$ cat src/design/tac_regs.svh
// Purpose: Register map, field positions and reset values of the transmit abort cause block.
// Assumes: APB byte addresses, one 32-bit word per register.
// Notes:   Definitions only; included by the design files.
`ifndef TAC_REGS_SVH
`define TAC_REGS_SVH

`define TAC_ADDR_ABORT_CAUSE     32'h50001480
`define TAC_ADDR_CONTROL         32'h500014a0
`define TAC_ADDR_TARGET          32'h500014a4
`define TAC_ADDR_DATA_COMMAND    32'h500014a8
`define TAC_ADDR_ABORT_CLEAR     32'h500014ac

`define TAC_CAUSE_W              16
`define TAC_CAUSE_RESET          16'h0000
`define TAC_CONTROL_RESET        6'h00
`define TAC_TARGET_RESET         2'h0

// Abort cause bit positions.
`define TAC_B_SLV_RD_DIR         15
`define TAC_B_SLV_BUS_LOST       14
`define TAC_B_SLV_FLUSH          13
`define TAC_B_ARBITRATION_LOSS_FLAG           12
`define TAC_B_MASTER_DIS         11
`define TAC_B_TENBIT_RD_NORS     10
`define TAC_B_SBYTE_NORS         9
`define TAC_B_HS_NORS            8
`define TAC_B_SBYTE_ACK          7
`define TAC_B_HS_ACK             6
`define TAC_B_GCALL_READ         5
`define TAC_B_GCALL_NOACK        4
`define TAC_B_DATA_NOACK         3
`define TAC_B_TENBIT2_NOACK      2
`define TAC_B_TENBIT1_NOACK      1
`define TAC_B_ADDR7_NOACK        0

// Control register fields.
`define TAC_C_MASTER_EN          0
`define TAC_C_TEN_BIT            1
`define TAC_C_HIGH_SPEED         2
`define TAC_C_RESTART_EN         5

// Target register fields.
`define TAC_T_START_BYTE_OR_GC_SELECT_ENABLE            11
`define TAC_T_START_CHOICE       10

// Data/command port fields.
`define TAC_DC_READ              8
`define TAC_DC_GCALL_READ        9

`endif

$ cat src/design/tac_pkg.sv
// Purpose: Types shared by the transmit abort cause block.
// Assumes: Nothing beyond the register header.
// Notes:   Phase codes are one-hot.
package tac_pkg;

   typedef enum logic [6:0] {
      TAC_PH_ADDR7     = 7'b0000001,
      TAC_PH_TEN1      = 7'b0000010,
      TAC_PH_TEN2      = 7'b0000100,
      TAC_PH_DATA      = 7'b0001000,
      TAC_PH_GCALL     = 7'b0010000,
      TAC_PH_START     = 7'b0100000,
      TAC_PH_HS_CODE   = 7'b1000000
   } tac_ack_phase_type;

endpackage

$ cat src/design/tac_abort_cause.sv
// Purpose: Records each transmit abort cause of the two-wire controller in a sticky bit.
// Assumes: Controller event inputs are on pclk; bus pins are asynchronous.
// Notes:   APB slave, zero wait states, read data latched in the setup cycle.
//
// Decided for this implementation: the APB slave port.
`timescale 1ns/10ps
`default_nettype none
`include "tac_regs.svh"

module tac_abort_cause (
   // Clock and reset
   input  wire logic                      pclk,
   input  wire logic                      presetn,
   // APB slave
   input  wire logic                      psel,
   input  wire logic                      penable,
   input  wire logic                      pwrite,
   input  wire logic [31:0]               paddr,
   input  wire logic [31:0]               pwdata,
   output logic      [31:0]               prdata,
   output logic                           pready,
   output logic                           pslverr,
   // Bus pins
   input  wire logic                      scl_in,
   input  wire logic                      sda_in,
   // Controller transmit state
   input  wire logic                      slave_transmitting,
   input  wire logic                      master_transmitting,
   input  wire logic                      intended_bit,
   // Controller slave events
   input  wire logic                      slave_read_pending,
   input  wire logic                      slave_read_command,
   input  wire logic                      tx_fifo_not_empty,
   // Controller acknowledge events
   input  wire logic                      ack_valid,
   input  wire tac_pkg::tac_ack_phase_type ack_phase,
   input  wire logic                      ack_received,
   input  wire logic                      transfer_done,
   // Results
   output logic                           transmit_abort_interrupt,
   output logic                           tx_fifo_flush,
   output logic                           master_transfer_start
);

   // Register state.
   logic [`TAC_CAUSE_W-1:0] cause_q;
   logic [`TAC_CAUSE_W-1:0] cause_d;
   logic [5:0]              control_q;
   logic [1:0]              target_q;
   logic                    sbyte_pending_q;
   logic                    addr_acked_q;
   logic                    gcall_sent_q;
   logic [31:0]             prdata_q;
   logic                    pslverr_q;
   logic                    flush_q;
   logic                    start_q;

   // Bus decode.
   wire setup_phase;
   wire access_phase;
   wire wr_access;
   wire hit_cause;
   wire hit_control;
   wire hit_target;
   wire hit_data_cmd;
   wire hit_clear;
   wire mapped;
   wire wr_control;
   wire wr_target;
   wire wr_data_cmd;
   wire abort_clear;

   // Configuration fields.
   wire master_en;
   wire ten_bit;
   wire high_speed;
   wire restart_en;
   wire start_byte_or_gc_select_enable;
   wire start_choice;

   // Event terms.
   wire                    bus_lost;
   wire                    slave_lost;
   wire                    master_lost;
   wire                    wr_read_dir;
   wire                    wr_gcall_read;
   wire                    master_attempt;
   wire                    sbyte_cause;
   wire                    gcall_mode;
   wire                    nack;
   wire [`TAC_CAUSE_W-1:0] cause_set;
   wire [`TAC_CAUSE_W-1:0] cause_clr;
   wire                    attempt_ok;
   wire                    ack_ok;
   wire                    ph_addr7;
   wire                    ph_ten1;
   wire                    ph_ten2;
   wire                    ph_data;
   wire                    ph_gcall;
   wire                    ph_start;
   wire                    ph_hs_code;

   // Set term of each abort cause bit for this cycle.
   wire                    set_slv_rd_dir;
   wire                    set_slv_lost;
   wire                    set_slv_flush;
   wire                    set_arbitration_loss_flag;
   wire                    set_master_dis;
   wire                    set_tenbit_rd;
   wire                    set_sbyte_nors;
   wire                    set_hs_nors;
   wire                    set_sbyte_ack;
   wire                    set_hs_ack;
   wire                    set_gcall_read;
   wire                    set_gcall_noack;
   wire                    set_data_noack;
   wire                    set_tenbit2;
   wire                    set_tenbit1;
   wire                    set_addr7;

   function automatic logic [31:0] tac_read_mux(
      input logic [31:0]             addr,
      input logic [`TAC_CAUSE_W-1:0] cause,
      input logic [5:0]              ctrl,
      input logic [1:0]              tgt
   );
      logic [31:0] r;
      r = 32'h00000000;
      if (addr == `TAC_ADDR_ABORT_CAUSE) begin
         r[`TAC_CAUSE_W-1:0] = cause;
      end else if (addr == `TAC_ADDR_CONTROL) begin
         r[5:0] = ctrl;
      end else if (addr == `TAC_ADDR_TARGET) begin
         r[`TAC_T_START_BYTE_OR_GC_SELECT_ENABLE]      = tgt[1];
         r[`TAC_T_START_CHOICE] = tgt[0];
      end
      return r;
   endfunction

   function automatic logic [`TAC_CAUSE_W-1:0] tac_onehot(input int unsigned pos);
      logic [`TAC_CAUSE_W-1:0] v;
      v = '0;
      v[pos[3:0]] = 1'b1;
      return v;
   endfunction

   tac_bus_ownership_check u_ownership (
      .pclk           (pclk),
      .presetn        (presetn),
      .scl_in         (scl_in),
      .sda_in         (sda_in),
      .transmitting   (slave_transmitting | master_transmitting),
      .intended_bit   (intended_bit),
      .bus_lost_pulse (bus_lost)
   );

   // APB decode: every access is answered at once; unmapped addresses error.
   assign setup_phase  = psel & ~penable;
   assign access_phase = psel & penable;
   assign wr_access    = access_phase & pwrite;
   assign hit_cause    = (paddr == `TAC_ADDR_ABORT_CAUSE);
   assign hit_control  = (paddr == `TAC_ADDR_CONTROL);
   assign hit_target   = (paddr == `TAC_ADDR_TARGET);
   assign hit_data_cmd = (paddr == `TAC_ADDR_DATA_COMMAND);
   assign hit_clear    = (paddr == `TAC_ADDR_ABORT_CLEAR);
   assign mapped       = hit_cause | hit_control | hit_target | hit_data_cmd | hit_clear;
   assign wr_control   = wr_access & hit_control;
   assign wr_target    = wr_access & hit_target;
   assign wr_data_cmd  = wr_access & hit_data_cmd;
   assign abort_clear  = wr_access & hit_clear;
   assign pready       = access_phase;
   assign prdata       = prdata_q;
   assign pslverr      = pslverr_q & access_phase;

   assign master_en    = control_q[`TAC_C_MASTER_EN];
   assign ten_bit      = control_q[`TAC_C_TEN_BIT];
   assign high_speed   = control_q[`TAC_C_HIGH_SPEED];
   assign restart_en   = control_q[`TAC_C_RESTART_EN];
   assign start_byte_or_gc_select_enable      = target_q[1];
   assign start_choice = target_q[0];

   // A data/command write while a slave read is pending feeds the slave;
   // any other such write asks the master to start a transfer.
   assign wr_read_dir    = wr_data_cmd & slave_read_pending & pwdata[`TAC_DC_READ];
   assign master_attempt = wr_data_cmd & ~slave_read_pending;
   assign wr_gcall_read  = master_attempt & pwdata[`TAC_DC_GCALL_READ];
   assign gcall_mode     = start_byte_or_gc_select_enable & ~start_choice;
   assign sbyte_cause    = ~restart_en & start_byte_or_gc_select_enable & start_choice;
   assign slave_lost     = bus_lost & slave_transmitting;
   assign master_lost    = bus_lost & master_transmitting;
   assign nack           = ack_valid & ~ack_received;
   assign ack_ok         = ack_valid & ack_received;

   // One-hot decode of the phase that the acknowledge event belongs to.
   assign ph_addr7       = (ack_phase == tac_pkg::TAC_PH_ADDR7);
   assign ph_ten1        = (ack_phase == tac_pkg::TAC_PH_TEN1);
   assign ph_ten2        = (ack_phase == tac_pkg::TAC_PH_TEN2);
   assign ph_data        = (ack_phase == tac_pkg::TAC_PH_DATA);
   assign ph_gcall       = (ack_phase == tac_pkg::TAC_PH_GCALL);
   assign ph_start       = (ack_phase == tac_pkg::TAC_PH_START);
   assign ph_hs_code     = (ack_phase == tac_pkg::TAC_PH_HS_CODE);

   // The master start is withheld when any start-time abort applies, except bit 5 set by a read after an acked general call.
   assign attempt_ok = master_attempt & master_en
                       & ~(~restart_en & ten_bit & pwdata[`TAC_DC_READ])
                       & ~sbyte_cause
                       & ~(~restart_en & high_speed)
                       & ~(gcall_mode & pwdata[`TAC_DC_GCALL_READ]);

   // Start-time causes need an enabled master; a disabled one sets bit 11, and bit 5 for a read after an acked general call.
   assign set_slv_rd_dir  = wr_read_dir;
   assign set_slv_lost    = slave_lost;
   assign set_slv_flush   = slave_read_command & tx_fifo_not_empty;
   assign set_arbitration_loss_flag    = slave_lost | master_lost;
   assign set_master_dis  = master_attempt & ~master_en;
   assign set_tenbit_rd   = master_attempt & master_en & ~restart_en & ten_bit & pwdata[`TAC_DC_READ];
   assign set_sbyte_nors  = (master_attempt & master_en & sbyte_cause)
                            | (sbyte_pending_q & sbyte_cause & ~abort_clear);
   assign set_hs_nors     = master_attempt & master_en & ~restart_en & high_speed;
   assign set_sbyte_ack   = ack_ok & ph_start;
   assign set_hs_ack      = ack_ok & ph_hs_code;
   assign set_gcall_read  = wr_gcall_read & ((master_en & gcall_mode) | gcall_sent_q);
   assign set_gcall_noack = nack & ph_gcall;
   assign set_data_noack  = nack & addr_acked_q & master_en & ph_data;
   assign set_tenbit2     = nack & ph_ten2;
   assign set_tenbit1     = nack & ph_ten1;
   assign set_addr7       = nack & ph_addr7;

   assign cause_set = ({`TAC_CAUSE_W{set_slv_rd_dir}} & tac_onehot(`TAC_B_SLV_RD_DIR))
                    | ({`TAC_CAUSE_W{set_slv_lost}} & tac_onehot(`TAC_B_SLV_BUS_LOST))
                    | ({`TAC_CAUSE_W{set_slv_flush}} & tac_onehot(`TAC_B_SLV_FLUSH))
                    | ({`TAC_CAUSE_W{set_arbitration_loss_flag}} & tac_onehot(`TAC_B_ARBITRATION_LOSS_FLAG))
                    | ({`TAC_CAUSE_W{set_master_dis}} & tac_onehot(`TAC_B_MASTER_DIS))
                    | ({`TAC_CAUSE_W{set_tenbit_rd}} & tac_onehot(`TAC_B_TENBIT_RD_NORS))
                    | ({`TAC_CAUSE_W{set_sbyte_nors}} & tac_onehot(`TAC_B_SBYTE_NORS))
                    | ({`TAC_CAUSE_W{set_hs_nors}} & tac_onehot(`TAC_B_HS_NORS))
                    | ({`TAC_CAUSE_W{set_sbyte_ack}} & tac_onehot(`TAC_B_SBYTE_ACK))
                    | ({`TAC_CAUSE_W{set_hs_ack}} & tac_onehot(`TAC_B_HS_ACK))
                    | ({`TAC_CAUSE_W{set_gcall_read}} & tac_onehot(`TAC_B_GCALL_READ))
                    | ({`TAC_CAUSE_W{set_gcall_noack}} & tac_onehot(`TAC_B_GCALL_NOACK))
                    | ({`TAC_CAUSE_W{set_data_noack}} & tac_onehot(`TAC_B_DATA_NOACK))
                    | ({`TAC_CAUSE_W{set_tenbit2}} & tac_onehot(`TAC_B_TENBIT2_NOACK))
                    | ({`TAC_CAUSE_W{set_tenbit1}} & tac_onehot(`TAC_B_TENBIT1_NOACK))
                    | ({`TAC_CAUSE_W{set_addr7}} & tac_onehot(`TAC_B_ADDR7_NOACK));

   // A new cause in the clearing cycle survives the clear.
   assign cause_clr = {`TAC_CAUSE_W{abort_clear}};
   assign cause_d   = (cause_q & ~cause_clr) | cause_set;

   assign transmit_abort_interrupt = |cause_q;
   assign tx_fifo_flush            = flush_q;
   assign master_transfer_start    = start_q;

   always_ff @(posedge pclk or negedge presetn) begin
      if (!presetn) begin
         cause_q <= `TAC_CAUSE_RESET;
      end else begin
         cause_q <= cause_d;
      end
   end

   // Flush and start are one-cycle pulses after the deciding edge.
   always_ff @(posedge pclk or negedge presetn) begin
      if (!presetn) begin
         flush_q <= 1'b0;
         start_q <= 1'b0;
      end else begin
         flush_q <= |(cause_set & ~cause_q);
         start_q <= attempt_ok;
      end
   end

   // Bit 9 keeps its cause in mind until software removes it.
   always_ff @(posedge pclk or negedge presetn) begin
      if (!presetn) begin
         sbyte_pending_q <= 1'b0;
      end else if (!sbyte_cause) begin
         sbyte_pending_q <= 1'b0;
      end else if (cause_set[`TAC_B_SBYTE_NORS]) begin
         sbyte_pending_q <= 1'b1;
      end
   end

   // Address acknowledge and general call tracking for the current transfer.
   always_ff @(posedge pclk or negedge presetn) begin
      if (!presetn) begin
         addr_acked_q <= 1'b0;
         gcall_sent_q <= 1'b0;
      end else if (transfer_done) begin
         addr_acked_q <= 1'b0;
         gcall_sent_q <= 1'b0;
      end else if (ack_valid && ack_received && ack_phase != tac_pkg::TAC_PH_DATA) begin
         addr_acked_q <= 1'b1;
         gcall_sent_q <= (ack_phase == tac_pkg::TAC_PH_GCALL);
      end
   end

   always_ff @(posedge pclk or negedge presetn) begin
      if (!presetn) begin
         control_q <= `TAC_CONTROL_RESET;
      end else if (wr_control) begin
         control_q <= pwdata[5:0];
      end
   end

   always_ff @(posedge pclk or negedge presetn) begin
      if (!presetn) begin
         target_q <= `TAC_TARGET_RESET;
      end else if (wr_target) begin
         target_q <= {pwdata[`TAC_T_START_BYTE_OR_GC_SELECT_ENABLE], pwdata[`TAC_T_START_CHOICE]};
      end
   end

   // Read data and error flag are latched in the setup cycle.
   always_ff @(posedge pclk or negedge presetn) begin
      if (!presetn) begin
         prdata_q  <= 32'h00000000;
         pslverr_q <= 1'b0;
      end else if (setup_phase) begin
         prdata_q  <= pwrite ? 32'h00000000 : tac_read_mux(paddr, cause_q, control_q, target_q);
         pslverr_q <= ~mapped | (pwrite & hit_cause);
      end
   end

endmodule

`default_nettype wire

$ cat src/design/tac_bus_ownership_check.sv
// Purpose: Detects that the data line differs from the bit being driven at a clock-line rise.
// Assumes: Bus pins are asynchronous to pclk and pass two flip-flops first.
// Notes:   One-cycle pulse per mismatching clock-line rise while transmitting.
`timescale 1ns/10ps
`default_nettype none

module tac_bus_ownership_check (
   // Clock and reset
   input  wire logic pclk,
   input  wire logic presetn,
   // Bus pins
   input  wire logic scl_in,
   input  wire logic sda_in,
   // Transmitter state
   input  wire logic transmitting,
   input  wire logic intended_bit,
   // Result
   output logic      bus_lost_pulse
);

   logic scl_meta_q;
   logic scl_sync_q;
   logic scl_prev_q;
   logic sda_meta_q;
   logic sda_sync_q;
   logic lost_q;
   wire  scl_rise;
   wire  mismatch;

   assign scl_rise       = scl_sync_q & ~scl_prev_q;
   assign mismatch       = transmitting & scl_rise & (sda_sync_q != intended_bit);
   assign bus_lost_pulse = lost_q;

   always_ff @(posedge pclk or negedge presetn) begin
      if (!presetn) begin
         scl_meta_q <= 1'b1;
         scl_sync_q <= 1'b1;
         scl_prev_q <= 1'b1;
         sda_meta_q <= 1'b1;
         sda_sync_q <= 1'b1;
         lost_q     <= 1'b0;
      end else begin
         scl_meta_q <= scl_in;
         scl_sync_q <= scl_meta_q;
         scl_prev_q <= scl_sync_q;
         sda_meta_q <= sda_in;
         sda_sync_q <= sda_meta_q;
         lost_q     <= mismatch;
      end
   end

endmodule

`default_nettype wire

$ cat config.mk
export PLATFORM = sky130hd
export DESIGN_NAME = tac_abort_cause
export DESIGN_NICKNAME = d
export VERILOG_FILES = /design/src/design/tac_pkg.sv /design/src/design/tac_abort_cause.sv /design/src/design/tac_bus_ownership_check.sv
export VERILOG_INCLUDE_DIRS = /design/src /design/src/design
export SDC_FILE = /design/constraint.sdc
export NUM_CORES = 1
export LEC_CHECK = 0
export BUFFER_PORTS_ARGS = -buffer_cell sky130_fd_sc_hd__buf_2
export CAP_MARGIN = 25
export CORE_ASPECT_RATIO = 1.5
export CORE_UTILIZATION = 38
export DETAILED_ROUTE_END_ITERATION = 8
export PLACE_DENSITY_LB_ADDON = 0.15
export SETUP_SLACK_MARGIN = 0.1
export SLEW_MARGIN = 20
export SYNTH_ARGS = -nofsm -noshare
export SYNTH_HDL_FRONTEND = slang
export SYNTH_HIERARCHICAL = 1
export SYNTH_SLANG_ARGS = --single-unit
$ cat constraint.sdc
create_clock -name pclk -period 1.8 [get_ports pclk]
set_clock_uncertainty 0.1 [all_clocks]
set_input_delay 0.27 -clock pclk [delete_from_list [all_inputs] [get_ports pclk]]
set_output_delay 0.27 -clock pclk [all_outputs]
set_load 0.1 [all_outputs]
# --- Word level (Yosys, flattened, before mapping) ---
# Index checks and enable logic that the tools add are counted.
word_totals:
  word_cells: 144
  out_inout_bits: 37
  inputBits: 87
  regBits: 68
classes:
  bitwise_logic: 94
  mux: 14
  eq_ne: 15
  n_reduce_logical: 5
op_table:
  columns: ["op", "n"]
  rows:
  - ["$eq 32x31->1 const B", 5]
  - ["$and 1x1->1", 52]
  - ["$and 16x16->16", 2]
  - ["$not 16->16", 2]
  - ["$reduce_or 16->1", 2]
  - ["$mux 16", 1]
  - ["$or 16x1->16", 1]
  - ["$or 16x10->16", 1]
  - ["$or 16x11->16", 1]
  - ["$or 16x12->16", 1]
  - ["$or 16x13->16", 1]
  - ["$or 16x14->16", 1]
  - ["$or 16x15->16", 1]
  - ["$or 16x16->16", 1]
  - ["$or 16x2->16", 1]
  - ["$or 16x3->16", 1]
  - ["$or 16x4->16", 1]
  - ["$or 16x5->16", 1]
  - ["$or 16x6->16", 1]
  - ["$or 16x7->16", 1]
  - ["$or 16x8->16", 1]
  - ["$or 16x9->16", 1]
  - ["$not 1->1", 13]
  - ["$mux 6", 2]
  - ["other kinds (16)", 33]

# --- Logic depth before layout (Yosys ltp) ---
logic_depth:
  word_depth: 22
  mapped_depth: 6
  depth_no_buf: 5

# --- Modules after synthesis ---
# The synthesis kept the hierarchy.
modules_own_cells:
  columns: ["module", "seq_area_each_um2", "n_inst", "cells_per_inst", "area_each_um2"]
  rows:
  - ["tac_abort_cause", 1151.1, 1, 232, 2511.2]
  - ["tac_bus_ownership_check", 156.4, 1, 9, 178.9]

# --- Worst setup path before layout ---
# Ideal clock, no wire load.
synth_path:
  path_kind: "input -> register"
  startpoint: "input port psel"
  endpoint: "register control_q[0]"
  required_time_ns: 1.575
  cell_stages: 6
  arrival_ns: 2.177
  path_buffers: 1
  slack_ns: -0.602
  setup_time_ns: 0.125
  path_cell_list: "and2_1 > nand3_1 > nor3_4 > and2_1 > buf_6 > mux2_4"
synth_via:
  elab_chain_len: 3
synth_lines:
  columns: ["item", "line_no", "text"]
  rows:
  - ["start: declaration", "tac_abort_cause.sv:15", "input wire logic psel,"]
  - ["$and 1x1->1", "tac_abort_cause.sv:159", "assign access_phase = psel & penable;"]
  - ["$and 1x1->1", "tac_abort_cause.sv:160", "assign wr_access = access_phase & pwrite;"]
  - ["$and 1x1->1", "tac_abort_cause.sv:167", "assign wr_control = wr_access & hit_control;"]
  - ["end signal: assignment", "tac_abort_cause.sv:300", "control_q <= `TAC_CONTROL_RESET;"]
  - ["end signal: assignment", "tac_abort_cause.sv:302", "control_q <= pwdata[5:0];"]
  - ["end: declaration", "tac_abort_cause.sv:48", "logic [5:0] control_q;"]
# No other way between the ends.
# A chain may end at the register's enable or synchronous reset.

# --- Final worst setup path ---
layout_path:
  startpoint: "register cause_q[10]"
  endpoint: "output port transmit_abort_interrupt"
layout_via:
  elab_chain_len: 1
layout_lines:
  columns: ["item", "line_no", "text"]
  rows:
  - ["start: declaration", "tac_abort_cause.sv:46", "logic [`TAC_CAUSE_W-1:0] cause_q;"]
  - ["start signal: assignment", "tac_abort_cause.sv:256", "cause_q <= `TAC_CAUSE_RESET;"]
  - ["start signal: assignment", "tac_abort_cause.sv:258", "cause_q <= cause_d;"]
  - ["$reduce_or 16->1", "tac_abort_cause.sv:250", "assign transmit_abort_interrupt = |cause_q;"]
  - ["end: declaration", "tac_abort_cause.sv:40", "output logic transmit_abort_interrupt,"]
# No other way between the ends.

==> key figures <==
Synth
  – Syn Inst Count: 241
  – Synthesized area: 2690 sq um
  – Post-synth ARST share: between 90% and 100%
  – Cell variety after synth: 57
  – Syn Area/Cell: roughly 11 sq um
  – Fraction of the yosys area taken by sequential cells: 48.60%
  – Synth Register Bits: 52
  – Post-synth EDFFs: 0
  – Synth Warn #: 6
  – Top FF cell, synth: dfrtp_1

Global route
  – Global-route wire length before repair: 10840 um
  – Vias in the first global route: around 2300
  – Met2 usage: 35.16%
  – Gr busiest metal: met2
  – GRT Util Overall: 19.18%
  – Grt met3 use: 4.050%
  – Overflow after GRT: 0
  – Initial antenna violation count: 0
  – Largest net degree at the start of global routing: 35
  – GRT met1 Usage: 20.76%

Pwr
  – Gate power share: between 20% and 30%
  – Clk pwr share: around 28%
  – Overall Power: 2345 uW
  – Flop pwr share: between 50% and 60%
  – Worst VDD drop: 0.5391 mV
  – Switching power: around 700 uW
  – Int Pwr: around 1600 uW
  – Sw Ratio: 30.44%
  – Leak: 0.001937 uW
  – Pwr per Cell Area: 610.0 nW/um^2

Outcome
  – Failing checks: DRC, setup timing
  – Status: finished, violations left

Clock network
  – Num CTS Buffers: 5
  – H-tree level count: 2
  – Max clock buf depth: 2
  – Sink Count: 52
  – Root Driver: clkbuf_8
  – CTS tree: done
  – Clk Latency, worst-skew pair: 0.31 ns
  – Clock slew at reported path FFs: about 0.090 ns

Place
  – Placed cells: ~440
  – Dpl hpwl: 5319 um
  – Port Buffers: 85
  – Final GP Congestion: 0.8566

Worst setup path
  – CP required: 1.43 ns
  – Critical Path Fanout Max: 2
  – Worst path arrival time: ~1.5 ns
  – Crit path capture type: primary output
  – CP cell instances: nor4_4 > nand4_1 > buf_8
  – CP max stage delay: 0.44 ns
  – CP delay by family, top: simple AND/OR/NAND/NOR gates
  – Critical path class: reg -> out
  – Crit path buf inv count: 1
  – Crit start category: flop
  – CP max stage cell: dfrtp_2

Floorplanning
  – Die area: 7427 sq um
  – Die X: 70.70 um
  – Core area: 6852 sq um
  – I/O Pins: 124
  – Num rows: 37
  – Die height: between 100 and 150 um
  – Initial Utilization: 39.26%

STA
  – Minimum clock period: approximately 1.8 ns
  – RSZ-0062 raised after global routing: yes
  – Fin. Hold Viols: 0
  – Max Slew Vio Count: 0
  – Period utilization: 101.0%
  – Fmax achieved: 549.9 MHz
  – Final WS setup: -0.01855 ns
  – WHS: roughly 0.023 ns
  – Setup violators final: 1

Drt
  – DRT iter0 DRCs: 99
  – Wire per inst: about 16 um
  – Drt first pass iters: 6
  – Via count: 2380
  – DRT Wirelength: approximately 7100 um
  – Vias per inst: 5.219
  – # DRC: 22
  – Post-route ant nets: 0

Final layout
  – Commonest cells after routing, fill and taps aside: buf_2 (81), dfrtp_1 (45), buf_4 (41), conb_1 (16), nor2_1 (14)
  – Area Growth Syn to Fin: 42.88%
  – Nets@finish: between 400 and 500
  – Most common cell after layout, fill and taps aside: buf_2
  – FILL cells: between 600 and 700
  – Ant diodes: 0
  – Share of cells above drive strength 1: 49.21%
  – Post-Layout Cell Count: ~460

Run
  – # Max-Cap Violations: 0

Hold path
  – Worst min-delay path class: in -> reg
==> cells by family (layout without fill, tap and decap cells) <==
logic type / count (synthesis) / count (layout) / share of synthesized area [%]
simple gates: 93 / 93 / 23.82
flops: 52 / 52 / 48.60
compound gates: 48 / 48 / 13.40
buf+inv: 32 / 154 / 7.302
mux: 14 / 14 / 6.419
other cells: 1 / 16 / 0.1394
xor+xnor: 1 / 1 / 0.3256
==> power groups by stage <==
stage	registers [uW]	clock network (uW)	logic, uW
finish	1220	653	474
global route	1220	722	505
CTS	1220	681	457
detailed placement	1240	0	433
global placement	1240	0	430
floorplan	1240	0	275
==> path summary, 6_finish.rpt <==
path | startpoint | endpoint | slack, ns | depth (start not counted)
max in group asynchronous | presetn | cause_q[3]$_DFF_PN0_ | 0.71 | 3
max reg2reg | cause_q[12]$_DFF_PN0_ | tx_fifo_flush$_DFF_PN0_ | 0.16 | 6
min reg2reg | u_ownership/sda_meta_q$_DFF_PN1_ | u_ownership/sda_sync_q$_DFF_PN1_ | 0.26 | 0
min in group asynchronous | presetn | prdata[13]$_DFFE_PN0P_ | 0.32 | 2
min | transfer_done | addr_acked_q$_DFFE_PN0P_ | 0.02 | 2
max | cause_q[10]$_DFF_PN0_ | transmit_abort_interrupt | -0.02 | 3
==> per-stage QoR <==
| stage | cell area [sq um] | setup TNS, ns | setup WS (ns) | util, % |
|---|---|---|---|---|
| finish | 3844 | -0.01855 | -0.01855 | 56.10 |
| CTS | 3691 | -0.03677 | -0.03677 | 53.87 |
| floorplan | 2795 | -0.3566 | -0.1511 | - |
| global placement | 3482 | -5.297 | -0.2033 | 50.82 |
| detailed placement | 3482 | -5.922 | -0.2109 | 50.82 |
| global route | 3844 | -0.08187 | -0.08187 | 56.10 |
==> cell usage after synthesis (all sizes together) (4+ instances only) <==
library cell	count	area share (%)
nor3b	5	1.4
a32o	5	1.9
nor4b	7	3.2
a22o	10	3.3
o21ai	10	1.9
and2	5	1.2
nor4	11	3.3
nor2	15	2.4
inv	10	1.4
mux2	8	4.2
nor2b	5	1.2
nor3	8	2.1
buf	19	5.5
mux2i	6	2.2
a21oi	4	0.74
dfstp	5	4.9
nand2	13	1.8
nand4	6	1.9
dfrtp	47	44
==> what timing repair did <==
item                                   in CTS  in global routing
setup buffers                               7                  3
resized for setup                          10                 22
endpoints found under the hold margin      15                  0
hold buffers                                3                  0
setup endpoints to repair                   2                 31
pin swaps                                   2                 10
==> area by class of cell <==
cell class              instances  area, sq um  share of cell area, %
clock inverters                 2        12.51                 0.3255
multi-input cells             172         1408                  36.62
flip-flops and latches         52         1310                  34.08
clock buffers                   6        72.57                  1.888
inverters                      10        37.54                 0.9766
repair buffers                136        905.9                  23.57
well taps                      78        97.59                  2.539
==> sequential cells by signal, summed over array words and instances (netlist names) <==
signal,flops
cause_q,16
master_transfer_start,1
u_ownership/sda_meta_q,1
u_ownership/scl_sync_q,1
target_q,2
control_q,6
pslverr_q,1
addr_acked_q,1
u_ownership/bus_lost_pulse,1
u_ownership/sda_sync_q,1
prdata,16
gcall_sent_q,1
u_ownership/scl_meta_q,1
sbyte_pending_q,1
u_ownership/scl_prev_q,1
tx_fifo_flush,1
==> per-layer routing <==
| layer | vias to the layer above | share of wire, % |
|---|---|---|
| li1 | 1138 | - |
| met2 | 91 | 52 |
| met1 | 1134 | 38 |
| met4 | 0 | 3.5 |
| met5 | - | 0 |
| met3 | 17 | 6.3 |
(Power assumes the default switching activity.)
